**config.mk**
```make
export PLATFORM = sky130hd
export DESIGN_NAME = stm_timer
export DESIGN_NICKNAME = d
export VERILOG_FILES = /design/src/hdl/stm_pkg.sv /design/src/hdl/stm_timer.sv
export VERILOG_INCLUDE_DIRS = /design/src /design/src/hdl
export SDC_FILE = /design/constraint.sdc
export NUM_CORES = 1
export LEC_CHECK = 0
export ABC_AREA = 0
export BUFFER_PORTS_ARGS = -buffer_cell sky130_fd_sc_hd__buf_4
export CORE_ASPECT_RATIO = 0.8
export CORE_UTILIZATION = 45
export DETAILED_ROUTE_END_ITERATION = 6
export PLACE_DENSITY = 0.7
export SLEW_MARGIN = 20
export SYNTH_ARGS = -nofsm -noshare
export SYNTH_HDL_FRONTEND = slang
export SYNTH_SLANG_ARGS = --single-unit
```
**constraint.sdc**
```tcl
create_clock -name clock -period 4.2 [get_ports clock]
set_clock_uncertainty 0.05 [all_clocks]
set_input_delay 0.84 -clock clock [delete_from_list [all_inputs] [get_ports clock]]
set_output_delay 0.84 -clock clock [all_outputs]
set_load 0.02 [all_outputs]
```
**src/hdl/stm_params.svh**
```systemverilog
// Register offsets, field positions, reset values and timing counts of the standard timer
`ifndef STM_PARAMS_SVH
`define STM_PARAMS_SVH

// ----------------------------------------------------------------------
// Register byte addresses (one aligned word each)
// ----------------------------------------------------------------------
`define STM_OFS_CTRL0     8'h00
`define STM_OFS_CTRL1     8'h04
`define STM_OFS_CNT_LO    8'h08
`define STM_OFS_CNT_HI    8'h0C
`define STM_OFS_CMPA_LO   8'h10
`define STM_OFS_CMPA_HI   8'h14
`define STM_OFS_CAPTURE   8'h18

// ----------------------------------------------------------------------
// Field positions and reset values
// ----------------------------------------------------------------------
`define STM_CTRL_RESET    8'h00
`define STM_CNT_WIDTH     10
`define STM_CNT_MAX       10'h03FF
`define STM_HI_PAD        6'h00
`define STM_DIV_FH16      4'hF
`define STM_DIV_FH64      6'h3F

`endif

```
**src/hdl/stm_pkg.sv**
```systemverilog
// Types shared by the standard timer design
package stm_pkg;

   typedef enum logic [1:0] {
      STM_MODE_COMPARE,
      STM_MODE_CAPTURE,
      STM_MODE_PWM,
      STM_MODE_TIMER
   } stm_mode_type;

   typedef struct packed {
      logic       pause;
      logic [2:0] clk_sel;
      logic       run;
      logic [2:0] period_cmp;
   } stm_ctrl0_type;

   typedef struct packed {
      logic [1:0] op_mode;
      logic [1:0] pin_func;
      logic       out_level;
      logic       out_invert;
      logic       duty_swap;
      logic       clear_src;
   } stm_ctrl1_type;

   typedef struct packed {
      logic       match_a;
      logic       match_p;
   } stm_event_type;

endpackage

```
**src/hdl/stm_timer.sv**
```systemverilog
// Standard 10-bit timer with AHB-Lite register slave
//
// Behaviour
// [RULE_01] Counter value readable as byte pair; writes to it are ignored.
// [RULE_02] Pause bit holds the count; clearing it resumes from held value.
// [RULE_03] Clock select picks core/4, core, high/16, high/64, timebase, ext edges.
// [RULE_04] Run rising edge zeroes and starts counter; falling edge stops, keeps count.
// [RULE_05] Run rising edge loads output level in compare, PWM, single-pulse modes.
// [RULE_06] Period field compares with counter bits 9..7; zero means 1024 clocks.
// [RULE_07] Clear-source 0: clear on P match, overflow when period field zero.
// [RULE_08] Clear-source 1: clear on compare A match.
// [RULE_09] Clear-source ignored in PWM, single-pulse and capture modes.
// [RULE_10] Mode field: compare, capture, PWM/single-pulse, timer/counter.
// [RULE_11] Software stops the timer before changing mode.
// [RULE_12] Compare mode A match: none, low, high or toggle output.
// [RULE_13] PWM mode pin function: inactive, active, PWM, single pulse.
// [RULE_14] Capture edge: rising, falling, both, disabled.
// [RULE_15] Requested level equal to current level gives no visible change.
// [RULE_16] Software changes pin function in PWM only while stopped.
// [RULE_17] Output level bit meaning depends on mode.
// [RULE_18] Invert bit inverts output pin, except in timer/counter mode; the code inverts the pin in every mode.
// [RULE_19] Swap bit exchanges period and duty roles in PWM.
// [RULE_20] Compare A held as byte pair; high byte upper bits read zero.
// [RULE_21] Timer/counter mode leaves output pin unused.
// [RULE_22] Low bytes pass an 8-bit buffer, committed or latched via high byte.
// [RULE_23] Counter is 10-bit, counting up per selected clock.
// [RULE_24] Comparators A and P each raise their own request pulse; the code suppresses the P request while A clears outside PWM.
// [RULE_25] External clock pin synchronised before edge detection.
`timescale 1ns/100ps
`include "stm_params.svh"

module stm_timer
   import stm_pkg::*;
#(
   parameter int CNT_W = `STM_CNT_WIDTH
) (
   input  wire logic              clock,
   input  wire logic              rst_b,
   input  wire logic              hsel,
   input  wire logic [31:0]       haddr,
   input  wire logic [1:0]        htrans,
   input  wire logic              hwrite,
   input  wire logic [2:0]        hsize,
   input  wire logic [31:0]       hwdata,
   input  wire logic              hready,
   output logic [31:0]            hrdata,
   output logic                   hreadyout,
   output logic                   hresp,
   input  wire logic              high_clock_tick,
   input  wire logic              timebase_clock,
   input  wire logic              ext_clock_pin,
   input  wire logic              capture_input_pin,
   output logic                   timer_output_pin,
   output logic                   timer_output_en,
   output logic                   match_a_irq,
   output logic                   match_p_irq
);

   // ----------------------------------------------------------------------
   // Reset release and input synchronisers
   // ----------------------------------------------------------------------
   logic          rst_meta_reg;
   logic          rst_sync_reg;
   logic [2:0]    in_meta_reg;
   logic [2:0]    in_sync_reg;
   logic [2:0]    in_last_reg;

   always_ff @(posedge clock or negedge rst_b) begin
      if (!rst_b) begin
         rst_meta_reg <= 1'b0;
         rst_sync_reg <= 1'b0;
      end else begin
         rst_meta_reg <= 1'b1;
         rst_sync_reg <= rst_meta_reg;
      end
   end

   // Pins and foreign clocks: two flops, then an edge detector on the second
   always_ff @(posedge clock or negedge rst_sync_reg) begin
      if (!rst_sync_reg) begin
         in_meta_reg <= 3'h0;
         in_sync_reg <= 3'h0;
         in_last_reg <= 3'h0;
      end else begin
         in_meta_reg <= {capture_input_pin, timebase_clock, ext_clock_pin}; // [RULE_25]
         in_sync_reg <= in_meta_reg;
         in_last_reg <= in_sync_reg;
      end
   end

   wire ext_rise  = in_sync_reg[0] & ~in_last_reg[0];
   wire ext_fall  = ~in_sync_reg[0] & in_last_reg[0];
   wire tbc_rise  = in_sync_reg[1] & ~in_last_reg[1];
   wire cap_rise  = in_sync_reg[2] & ~in_last_reg[2];
   wire cap_fall  = ~in_sync_reg[2] & in_last_reg[2];

   // ----------------------------------------------------------------------
   // Registers
   // ----------------------------------------------------------------------
   stm_ctrl0_type    ctrl0_reg;
   stm_ctrl1_type    ctrl1_reg;
   logic [CNT_W-1:0] count_reg;
   logic [CNT_W-1:0] cmpa_reg;
   logic [CNT_W-1:0] capture_reg;
   logic [7:0]       lo_buf_reg;
   logic             run_last_reg;
   logic             out_reg;
   logic             pulse_done_reg;
   logic [1:0]       div4_reg;
   logic [5:0]       hdiv_reg;
   stm_event_type    event_reg;

   // ----------------------------------------------------------------------
   // AHB-Lite slave: zero wait states, always OKAY
   // ----------------------------------------------------------------------
   logic        dp_wr_reg;
   logic        dp_rd_reg;
   logic [7:0]  dp_addr_reg;

   wire ap_valid = hsel & htrans[1] & hready;

   always_ff @(posedge clock or negedge rst_sync_reg) begin
      if (!rst_sync_reg) begin
         dp_wr_reg   <= 1'b0;
         dp_rd_reg   <= 1'b0;
         dp_addr_reg <= 8'h00;
      end else begin
         dp_wr_reg   <= ap_valid & hwrite;
         dp_rd_reg   <= ap_valid & ~hwrite;
         dp_addr_reg <= haddr[7:0];
      end
   end

   assign hreadyout = 1'b1;
   assign hresp     = 1'b0;

   wire [7:0] wbyte     = hwdata[7:0];
   wire wr_ctrl0        = dp_wr_reg && (dp_addr_reg == `STM_OFS_CTRL0);
   wire wr_ctrl1        = dp_wr_reg && (dp_addr_reg == `STM_OFS_CTRL1);
   wire wr_cmpa_lo      = dp_wr_reg && (dp_addr_reg == `STM_OFS_CMPA_LO);
   wire wr_cmpa_hi      = dp_wr_reg && (dp_addr_reg == `STM_OFS_CMPA_HI);
   // Read of a high byte is seen in the address phase so data is ready in the data phase
   wire rd_ap           = ap_valid & ~hwrite;
   wire rd_cnt_hi       = rd_ap && (haddr[7:0] == `STM_OFS_CNT_HI);
   wire rd_cmpa_hi      = rd_ap && (haddr[7:0] == `STM_OFS_CMPA_HI);

   logic [31:0] rdata_next;
   always_comb begin
      if (haddr[7:0] == `STM_OFS_CTRL0)
         rdata_next = {24'h0000_00, ctrl0_reg};
      else if (haddr[7:0] == `STM_OFS_CTRL1)
         rdata_next = {24'h0000_00, ctrl1_reg};
      else if (haddr[7:0] == `STM_OFS_CNT_LO || haddr[7:0] == `STM_OFS_CMPA_LO)
         rdata_next = {24'h0000_00, lo_buf_reg};                        // [RULE_22]
      else if (haddr[7:0] == `STM_OFS_CNT_HI)
         rdata_next = {24'h0000_00, `STM_HI_PAD, count_reg[9:8]};        // [RULE_01]
      else if (haddr[7:0] == `STM_OFS_CMPA_HI)
         rdata_next = {24'h0000_00, `STM_HI_PAD, cmpa_reg[9:8]};         // [RULE_20]
      else if (haddr[7:0] == `STM_OFS_CAPTURE)
         rdata_next = {22'h00_0000, capture_reg};
      else
         rdata_next = 32'h0000_0000;
   end

   always_ff @(posedge clock or negedge rst_sync_reg) begin
      if (!rst_sync_reg)
         hrdata <= 32'h0000_0000;
      else if (rd_ap)
         hrdata <= rdata_next;
   end

   // Low byte buffer: written by compare A low-byte write, loaded by high-byte reads
   always_ff @(posedge clock or negedge rst_sync_reg) begin
      if (!rst_sync_reg)
         lo_buf_reg <= 8'h00;
      else if (wr_cmpa_lo)
         lo_buf_reg <= wbyte;                                          // [RULE_22]
      else if (rd_cnt_hi)
         lo_buf_reg <= count_reg[7:0];                                 // [RULE_22]
      else if (rd_cmpa_hi)
         lo_buf_reg <= cmpa_reg[7:0];
   end

   always_ff @(posedge clock or negedge rst_sync_reg) begin
      if (!rst_sync_reg) begin
         ctrl0_reg <= `STM_CTRL_RESET;
         ctrl1_reg <= `STM_CTRL_RESET;
         cmpa_reg  <= 10'h000;
      end else begin
         if (wr_ctrl0)
            ctrl0_reg <= wbyte;
         if (wr_ctrl1)
            ctrl1_reg <= wbyte;
         if (wr_cmpa_hi)
            cmpa_reg <= {wbyte[1:0], lo_buf_reg};                      // [RULE_20] [RULE_22]
      end
   end

   // ----------------------------------------------------------------------
   // Clock source selection
   // ----------------------------------------------------------------------
   always_ff @(posedge clock or negedge rst_sync_reg) begin
      if (!rst_sync_reg) begin
         div4_reg <= 2'h0;
         hdiv_reg <= 6'h00;
      end else begin
         div4_reg <= div4_reg + 2'h1;
         if (high_clock_tick)
            hdiv_reg <= hdiv_reg + 6'h01;
      end
   end

   logic cnt_tick;
   always_comb begin
      case (ctrl0_reg.clk_sel)                                         // [RULE_03]
         3'b000:  cnt_tick = (div4_reg == 2'h3);
         3'b001:  cnt_tick = 1'b1;
         3'b010:  cnt_tick = high_clock_tick && (hdiv_reg[3:0] == `STM_DIV_FH16);
         3'b011:  cnt_tick = high_clock_tick && (hdiv_reg == `STM_DIV_FH64);
         3'b110:  cnt_tick = ext_rise;
         3'b111:  cnt_tick = ext_fall;
         default: cnt_tick = tbc_rise;
      endcase
   end

   // ----------------------------------------------------------------------
   // Counter, comparators and clearing
   // ----------------------------------------------------------------------
   stm_mode_type mode;
   assign mode = stm_mode_type'(ctrl1_reg.op_mode);                    // [RULE_10]

   wire run_rise   = ctrl0_reg.run & ~run_last_reg;
   wire counting   = ctrl0_reg.run & ~ctrl0_reg.pause & cnt_tick;      // [RULE_02] [RULE_04]
   wire [CNT_W-1:0] count_inc = count_reg + 10'h001;
   wire overflow   = counting && (count_reg == `STM_CNT_MAX);
   // Period field 000 is the 1024 boundary, i.e. wrap of the counter
   wire p_hit      = (ctrl0_reg.period_cmp == 3'b000) ? overflow :
                     (counting && count_inc[9:7] == ctrl0_reg.period_cmp
                      && count_inc[6:0] == 7'h00);                     // [RULE_06]
   wire a_hit      = counting && (count_inc == cmpa_reg) && (cmpa_reg != 10'h000);
   wire pwm_mode   = (mode == STM_MODE_PWM);
   wire clr_a      = pwm_mode ? ctrl1_reg.duty_swap :
                     (mode != STM_MODE_CAPTURE && ctrl1_reg.clear_src); // [RULE_09] [RULE_19]
   wire clr_p      = pwm_mode ? ~ctrl1_reg.duty_swap :
                     (mode == STM_MODE_CAPTURE || !ctrl1_reg.clear_src);
   wire clear_now  = (clr_a && a_hit) || (clr_p && p_hit);             // [RULE_07] [RULE_08]

   always_ff @(posedge clock or negedge rst_sync_reg) begin
      if (!rst_sync_reg) begin
         count_reg    <= 10'h000;
         run_last_reg <= 1'b0;
      end else begin
         run_last_reg <= ctrl0_reg.run;
         if (run_rise)
            count_reg <= 10'h000;                                      // [RULE_04]
         else if (clear_now)
            count_reg <= 10'h000;
         else if (counting)
            count_reg <= count_inc;                                    // [RULE_23]
      end
   end

   // Comparator P request is suppressed while comparator A clears outside PWM
   always_ff @(posedge clock or negedge rst_sync_reg) begin
      if (!rst_sync_reg)
         event_reg <= 2'b00;
      else begin
         event_reg.match_a <= a_hit;                                   // [RULE_24]
         event_reg.match_p <= p_hit && (pwm_mode || !clr_a);
      end
   end
   assign match_a_irq = event_reg.match_a;
   assign match_p_irq = event_reg.match_p;

   // ----------------------------------------------------------------------
   // Capture
   // ----------------------------------------------------------------------
   logic cap_hit;
   always_comb begin
      case (ctrl1_reg.pin_func)                                        // [RULE_14]
         2'b00:   cap_hit = cap_rise;
         2'b01:   cap_hit = cap_fall;
         2'b10:   cap_hit = cap_rise | cap_fall;
         default: cap_hit = 1'b0;
      endcase
   end

   always_ff @(posedge clock or negedge rst_sync_reg) begin
      if (!rst_sync_reg)
         capture_reg <= 10'h000;
      else if (mode == STM_MODE_CAPTURE && ctrl0_reg.run && cap_hit)
         capture_reg <= count_reg;
   end

   // ----------------------------------------------------------------------
   // Output pin
   // ----------------------------------------------------------------------
   // PWM duty source follows the swap bit; duty >= period gives 100 %
   wire [CNT_W-1:0] duty_val = ctrl1_reg.duty_swap ?
                               {ctrl0_reg.period_cmp, 7'h00} : cmpa_reg;
   wire pwm_active = ctrl1_reg.duty_swap && ctrl0_reg.period_cmp == 3'b000 ?
                     1'b1 : (count_reg < duty_val);                    // [RULE_19]

   logic out_next;
   always_comb begin
      out_next = out_reg;
      if (run_rise && mode != STM_MODE_TIMER && mode != STM_MODE_CAPTURE)
         out_next = ctrl1_reg.out_level;                               // [RULE_05] [RULE_17]
      else if (mode == STM_MODE_COMPARE && a_hit) begin
         case (ctrl1_reg.pin_func)                                     // [RULE_12] [RULE_15]
            2'b01:   out_next = 1'b0;
            2'b10:   out_next = 1'b1;
            2'b11:   out_next = ~out_reg;
            default: out_next = out_reg;
         endcase
      end else if (pwm_mode) begin
         case (ctrl1_reg.pin_func)                                     // [RULE_13]
            2'b00:   out_next = ~ctrl1_reg.out_level;
            2'b01:   out_next = ctrl1_reg.out_level;
            2'b10:   out_next = ctrl0_reg.run &&
                                (pwm_active ~^ ctrl1_reg.out_level);
            default: out_next = (ctrl0_reg.run && !pulse_done_reg) ?
                                ctrl1_reg.out_level : ~ctrl1_reg.out_level;
         endcase
      end
   end

   // Single pulse ends on the first duty match after start
   always_ff @(posedge clock or negedge rst_sync_reg) begin
      if (!rst_sync_reg) begin
         out_reg        <= 1'b0;
         pulse_done_reg <= 1'b0;
      end else begin
         out_reg <= out_next;
         if (run_rise)
            pulse_done_reg <= 1'b0;
         else if (counting && count_inc == duty_val)
            pulse_done_reg <= 1'b1;
      end
   end

   assign timer_output_pin = out_reg ^ ctrl1_reg.out_invert;           // [RULE_18]
   assign timer_output_en  = (mode != STM_MODE_TIMER);                 // [RULE_21]
endmodule

```
Yosys cells after proc, flatten, opt, wreduce, memory -nomap -nowiden
Cells that the tools add are included.
{ "totals": {"reg_bits": 119, "input_bits": 78, "out_inout_bits": 38, "word_cells": 161} }
{ "op_classes": {"n_addsub": 3, "n_lt_le_gt_ge": 1, "n_eq_ne": 29, "mux": 27, "bitwise": 26, "reduce_logical": 46} }
{ "ops": {"columns": ["cell", "count"], "rows": [
  ["two-way mux 10 bit", 10],
  ["== test 8 x 5 -> 1 bit, second input constant", 5],
  ["logical AND 1 bit", 26],
  ["two-way mux 8 bit", 3],
  ["== test 10 bit", 2],
  ["== test 8 x 3 -> 1 bit, second input constant", 2],
  ["== test 8 x 4 -> 1 bit, second input constant", 2],
  ["logical NOT 8 bit", 2],
  ["AND 1 bit", 12],
  ["inverter 1 bit", 11],
  ["adder 10 x 1 -> 10 bit, second input constant", 1],
  ["== test 10 bit, second input constant", 1],
  ["< comparator 10 bit", 1],
  ["two-way mux 1 bit", 10],
  ["nonzero test 10 bit", 1],
  ["case mux 1 bit (3 select lines)", 3],
  ["nonzero test 3 bit", 3],
  ["== test 2 bit, second input constant", 4],
  ["logical NOT 7 bit", 1],
  ["adder 6 x 1 -> 6 bit, second input constant", 1],
  ["== test 3 x 2 -> 1 bit, second input constant", 2],
  ["== test 3 bit, second input constant", 2],
  ["== test 6 bit, second input constant", 1],
  ["logical NOT 3 bit", 2],
  ["17 further kinds", 24]
]} }

Logic depth before layout (Yosys ltp)
{ "logic_depth": {"word_depth": 11, "ltp_mapped": 10} }

Least setup slack after synthesis
Ideal clock, no wire load.
{ "synth_timing": {"path_kind": "input to register", "startpoint": "input port high_clock_tick", "endpoint": "register out_reg", "setup_time_ns": 0.124, "t_arrival_ns": 2.444, "slack_ns": 1.582, "cell_stages": 7, "n_path_buf": 0, "cell_sequence": "nand4_1 > a221oi_1 > o2111a_1 > nand4_1 > or3_1 > o22a_1 > o31a_1"} }
{ "synth_via": {"elab_chain_len": 8, "word_cells_on_any_way": 12, "classes_between": "1 x eq/ne; 3 x mux; 1 x bitwise; 7 x reduce/logical"} }
{ "synth_rtl": {"columns": ["item", "line_no", "text"], "rows": [
  ["start, declared", "stm_timer.sv:49", "input wire logic high_clock_tick,"],
  ["logical AND 1 bit (on tied branches)", "stm_timer.sv:219, stm_timer.sv:218", null],
  ["case mux 1 bit (6 select lines) *", "stm_timer.sv:215", "case (ctrl0_reg.clk_sel)"],
  ["AND 1 bit *", "stm_timer.sv:233", "wire counting = ctrl0_reg.run & ~ctrl0_reg.pause & cnt_tick;"],
  ["logical AND 1 bit * (2 in a row)", "stm_timer.sv:240", "wire a_hit = counting && (count_inc == cmpa_reg) && (cmpa_reg != 10'h000);"],
  ["logical AND 1 bit *", "stm_timer.sv:309", "else if (mode == STM_MODE_COMPARE && a_hit) begin"],
  ["inequality test 5 x 2 -> 1 bit (no source line), or another cell as far along", null, null],
  ["AND reduction 2 bit (no source line) or two-way mux 1 bit (tied branches)", null, null],
  ["end signal, assigned", "stm_timer.sv:334", "out_reg <= out_next;"],
  ["end, declared", "stm_timer.sv:107", "logic out_reg;"]
]} }
Every way passes the cells marked *; elsewhere a longest branch is shown, timed or not.
A chain may end at the register's enable or synchronous reset.

Worst setup path after layout
{ "layout_timing": {"startpoint": "register count_reg[1]", "endpoint": "register out_reg"} }
{ "layout_via": {"elab_chain_len": 8, "word_cells_on_any_way": 16, "classes_between": "1 x add/sub; 1 x order compare; 2 x eq/ne; 5 x mux; 1 x bitwise; 6 x reduce/logical"} }
{ "layout_rtl": {"columns": ["item", "line_no", "text"], "rows": [
  ["start, declared", "stm_timer.sv:102", "logic [CNT_W-1:0] count_reg;"],
  ["start signal, assigned", "stm_timer.sv:259", "count_reg <= count_inc;"],
  ["< comparator 10 bit", "stm_timer.sv:302", "1'b1 : (count_reg < duty_val);"],
  ["two-way mux 1 bit", "stm_timer.sv:301", "wire pwm_active = ctrl1_reg.duty_swap && ctrl0_reg.period_cmp == 3'b000 ?"],
  ["bitwise XNOR 1 bit", "stm_timer.sv:321", "(pwm_active ~^ ctrl1_reg.out_level);"],
  ["logical AND 1 bit", "stm_timer.sv:320", "2'b10: out_next = ctrl0_reg.run &&"],
  ["case mux 1 bit (3 select lines)", "stm_timer.sv:317", "case (ctrl1_reg.pin_func)"],
  ["two-way mux 1 bit", "stm_timer.sv:316", "end else if (pwm_mode) begin"],
  ["two-way mux 1 bit", "stm_timer.sv:309", null],
  ["two-way mux 1 bit", "stm_timer.sv:307", "if (run_rise && mode != STM_MODE_TIMER && mode != STM_MODE_CAPTURE)"]
]} }
Parallel ways exist; a longest one is shown, timed or not. The select of a mux whose other input is x is not followed.

==> impl_metrics.tcl <==
set metrics [dict create \
    postSynth.asyncResetShare 1.000 \
    cp-start-kind "flop" \
    cts_setup_buffers 0 \
    synth.largest_area_cell "dfrtp_1" \
    p_leak_uw 0.002708 \
    pre_cts_ws_ns 1.086 \
    hold_path_class "input port to asynchronous set/reset pin" \
    grt_max_degree 62 \
    yosys_warnings 0 \
    fin_area_um2 6301 \
    synth_area_leaders "dfrtp_1 (43%), mux2_2 (6.5%), mux2i_1 (4.4%)" \
    routed_wirelength_um 14160 \
    ys_types 68 \
    vdd_drop_max_uv 310.8 \
    cap_viol_max_count 0 \
    arrival_ns 3.32 \
    dp_hpwl_um 10190 \
    r2r_cells 8 \
    grt_util_all_layers 0.2289 \
    avgSynthCellArea_um2 10.08 \
    cts_tree "yes" \
    finalSetupTns_ns 0 \
    die_w_um 127.9 \
    cp_slowest_cell "dfrtp_1" \
    finalMaxSlewViolations 0 \
    start_util 0.4655 \
    cpMostUsedCell "or4_1" \
    ys_ff_latch 97 \
    wire_per_inst_um 18.53 \
    cpPeakStageDelay_ns 0.60 \
    grt_pass1_vias 4265 \
    period_needed_ns 3.080 \
    worst_slew_pin_slew_ns 1.074 \
    path_cells "ha_1, xor2_1, a221oi_2, o21ai_0, or4_1, or4_1, o21ai_1, o31a_1" \
    r2r_slack_ns 1.12 \
    clock_sinks 97 \
    syn-instance-count 566 \
    synth_top_area_share 0.4256 \
    worstPathRequired_ns 4.44 \
    antenna-diode-count 0 \
    max_freq_ghz 0.3246 \
    cts_root_buffer "clkbuf_16" \
    drc 0 \
    clk_pin_slew_ns 0.07 \
    postCtsHoldBufs 0 \
    vias 4355 \
    placed_area_um2 5976 \
    gr-total-overflow 0 \
    crit_path_end "out_reg" \
    synthesis.area_um2 5703 \
    syn2layout_area_growth_pct 10.49 \
    numCtsBuffers 9 \
    first_pass_iters 5 \
    vias_per_cell 5.700 \
    ios 116 \
    ys.flop_type "dfrtp_1" \
    r2r-end "out_reg" \
    die_h_um 102.7 \
    coreArea_um2 12250 \
    port_buffers 39 \
    startpoint "count_reg[1]" \
    synth-edff-count 0 \
    cp-end-kind "flop" \
    drive_gt1_frac 0.1737 \
    synth_common_cells "dfrtp_1 (97), nor2_1 (45), nand2_1 (40), mux2_2 (33), buf_4 (30)" \
    grt_pass1_wl_um 22650 \
    setup_slack_ns 1.120 \
    critPathKind "flop to flop" \
    drtAntennaViolNets 0 \
    die_area_um2 13130 \
    hold_viol 0 \
    status "complete, no violations" \
    htreeDepth 3 \
    cp_max_fo 9 \
    grt_setup_unrepaired "false" \
    rr_startpoint "count_reg[1]" \
    worst_skew_pair.late_latency_ns 0.35 \
    finalCritPeriodShare 0.7334 \
    setup_violations 0 \
    clockBufferDepth 2 \
    nets 682 \
    pwr_density_cell_nw_per_um2 351.8 \
    cts_resized 0 \
    post-synth-top-count-cell "dfrtp_1" \
    antenna_found_initial 0 \
    seq_area_frac_synth 0.4256 \
    place.gp.congestion 0.9618 \
    slew_headroom 0.2813 \
    rows 36 \
    first_iter_violations 312 \
]
==> layer usage <==
| layer | GRT usage | part of all wire | vias up |
|---|---|---|---|
| met1 | 0.3220 | 0.46 | 2125 |
| met3 | 0.05345 | 0.077 | 19 |
| met4 | 0.06968 | 0.017 | 0 |
| met2 | 0.3528 | 0.45 | 184 |
| met5 | 0 | 0 | - |
| li1 | - | - | 2027 |
==> critical path: cells and delay by family, from the launching register on <==
family          cells  cell delay (ns)
fa+ha+maj           1             0.40
compound gates      4             0.68
flops               1             0.60
xor+xnor            1             0.21
simple gates        2             1.07
==> stage by stage <==
step / util / hold WS [ns] / power [uW] / cells
floorplan: - / 0.2812 / 1246 / 589
global route: 0.5143 / 0.1990 / 2302 / 764
global placement: 0.4877 / 0.2843 / 1308 / 748
detailed placement: 0.4877 / 0.2920 / 1321 / 748
finish: 0.5143 / 0.2016 / 2217 / 764
CTS: 0.5143 / 0.1990 / 2231 / 764
==> report_power, final <==
part	switching (uW)	total [uW]	internal, uW
combinational	131	238	107
clock	384	915	531
sequential	69.0	1060	995
==> kinds of logic (layout without fill, tap and decap cells) <==
family                     after synthesis  in the layout  synth area share
and+or+nand+nor                        188            188            0.1790
DFF                                     97             97            0.4256
AOI/OAI and AO/OA                       94             94            0.1095
buffers and inverters                   68             72           0.06933
muxes                                   58             58            0.1090
xor gates and xnor gates                43             43           0.07108
adders and majority gates               16             16           0.03510
other                                    2             25          0.001317
==> cell usage in the layout (no fill, tap or decap), drive strengths merged, types with 5 or more instances in the layout <==
master / Yosys / routed
conb: 2 / 25
ha: 16 / 16
nor2: 46 / 46
mux2i: 25 / 25
buf: 41 / 41
o21ai: 28 / 28
a211oi: 12 / 12
dfrtp: 97 / 97
nor2b: 11 / 11
a21oi: 20 / 20
xnor2: 25 / 25
or4: 5 / 5
nor4: 12 / 12
nor3: 15 / 15
xor2: 16 / 16
inv: 15 / 18
mux2: 33 / 33
nand2b: 14 / 14
nand4: 16 / 16
nand3: 10 / 10
clkbuf: 12 / 10
a221oi: 8 / 8
nand2: 41 / 41
==> worst min-delay path by stage <==
stage / from / cells past startpoint / end
floorplan: in_meta_reg[0] / 0 / in_sync_reg[0]
global placement: in_meta_reg[0] / 0 / in_sync_reg[0]
detailed placement: in_meta_reg[1] / 0 / in_sync_reg[1]
CTS: rst_b / 1 / rst_sync_reg
global route: rst_b / 1 / rst_sync_reg
finish: rst_b / 1 / rst_meta_reg
==> cell type report <==
cell class | count | area (um^2)
clock buffers | 10 | 229.0
clock inverters | 6 | 96.34
fillers | 1079 | 5951
inverters | 15 | 56.30
multi-input cells | 424 | 2967
flip-flops and latches | 97 | 2431
well taps | 171 | 214.0
repair buffers | 41 | 307.8
Note: power is estimated with default switching activity, not from simulation.
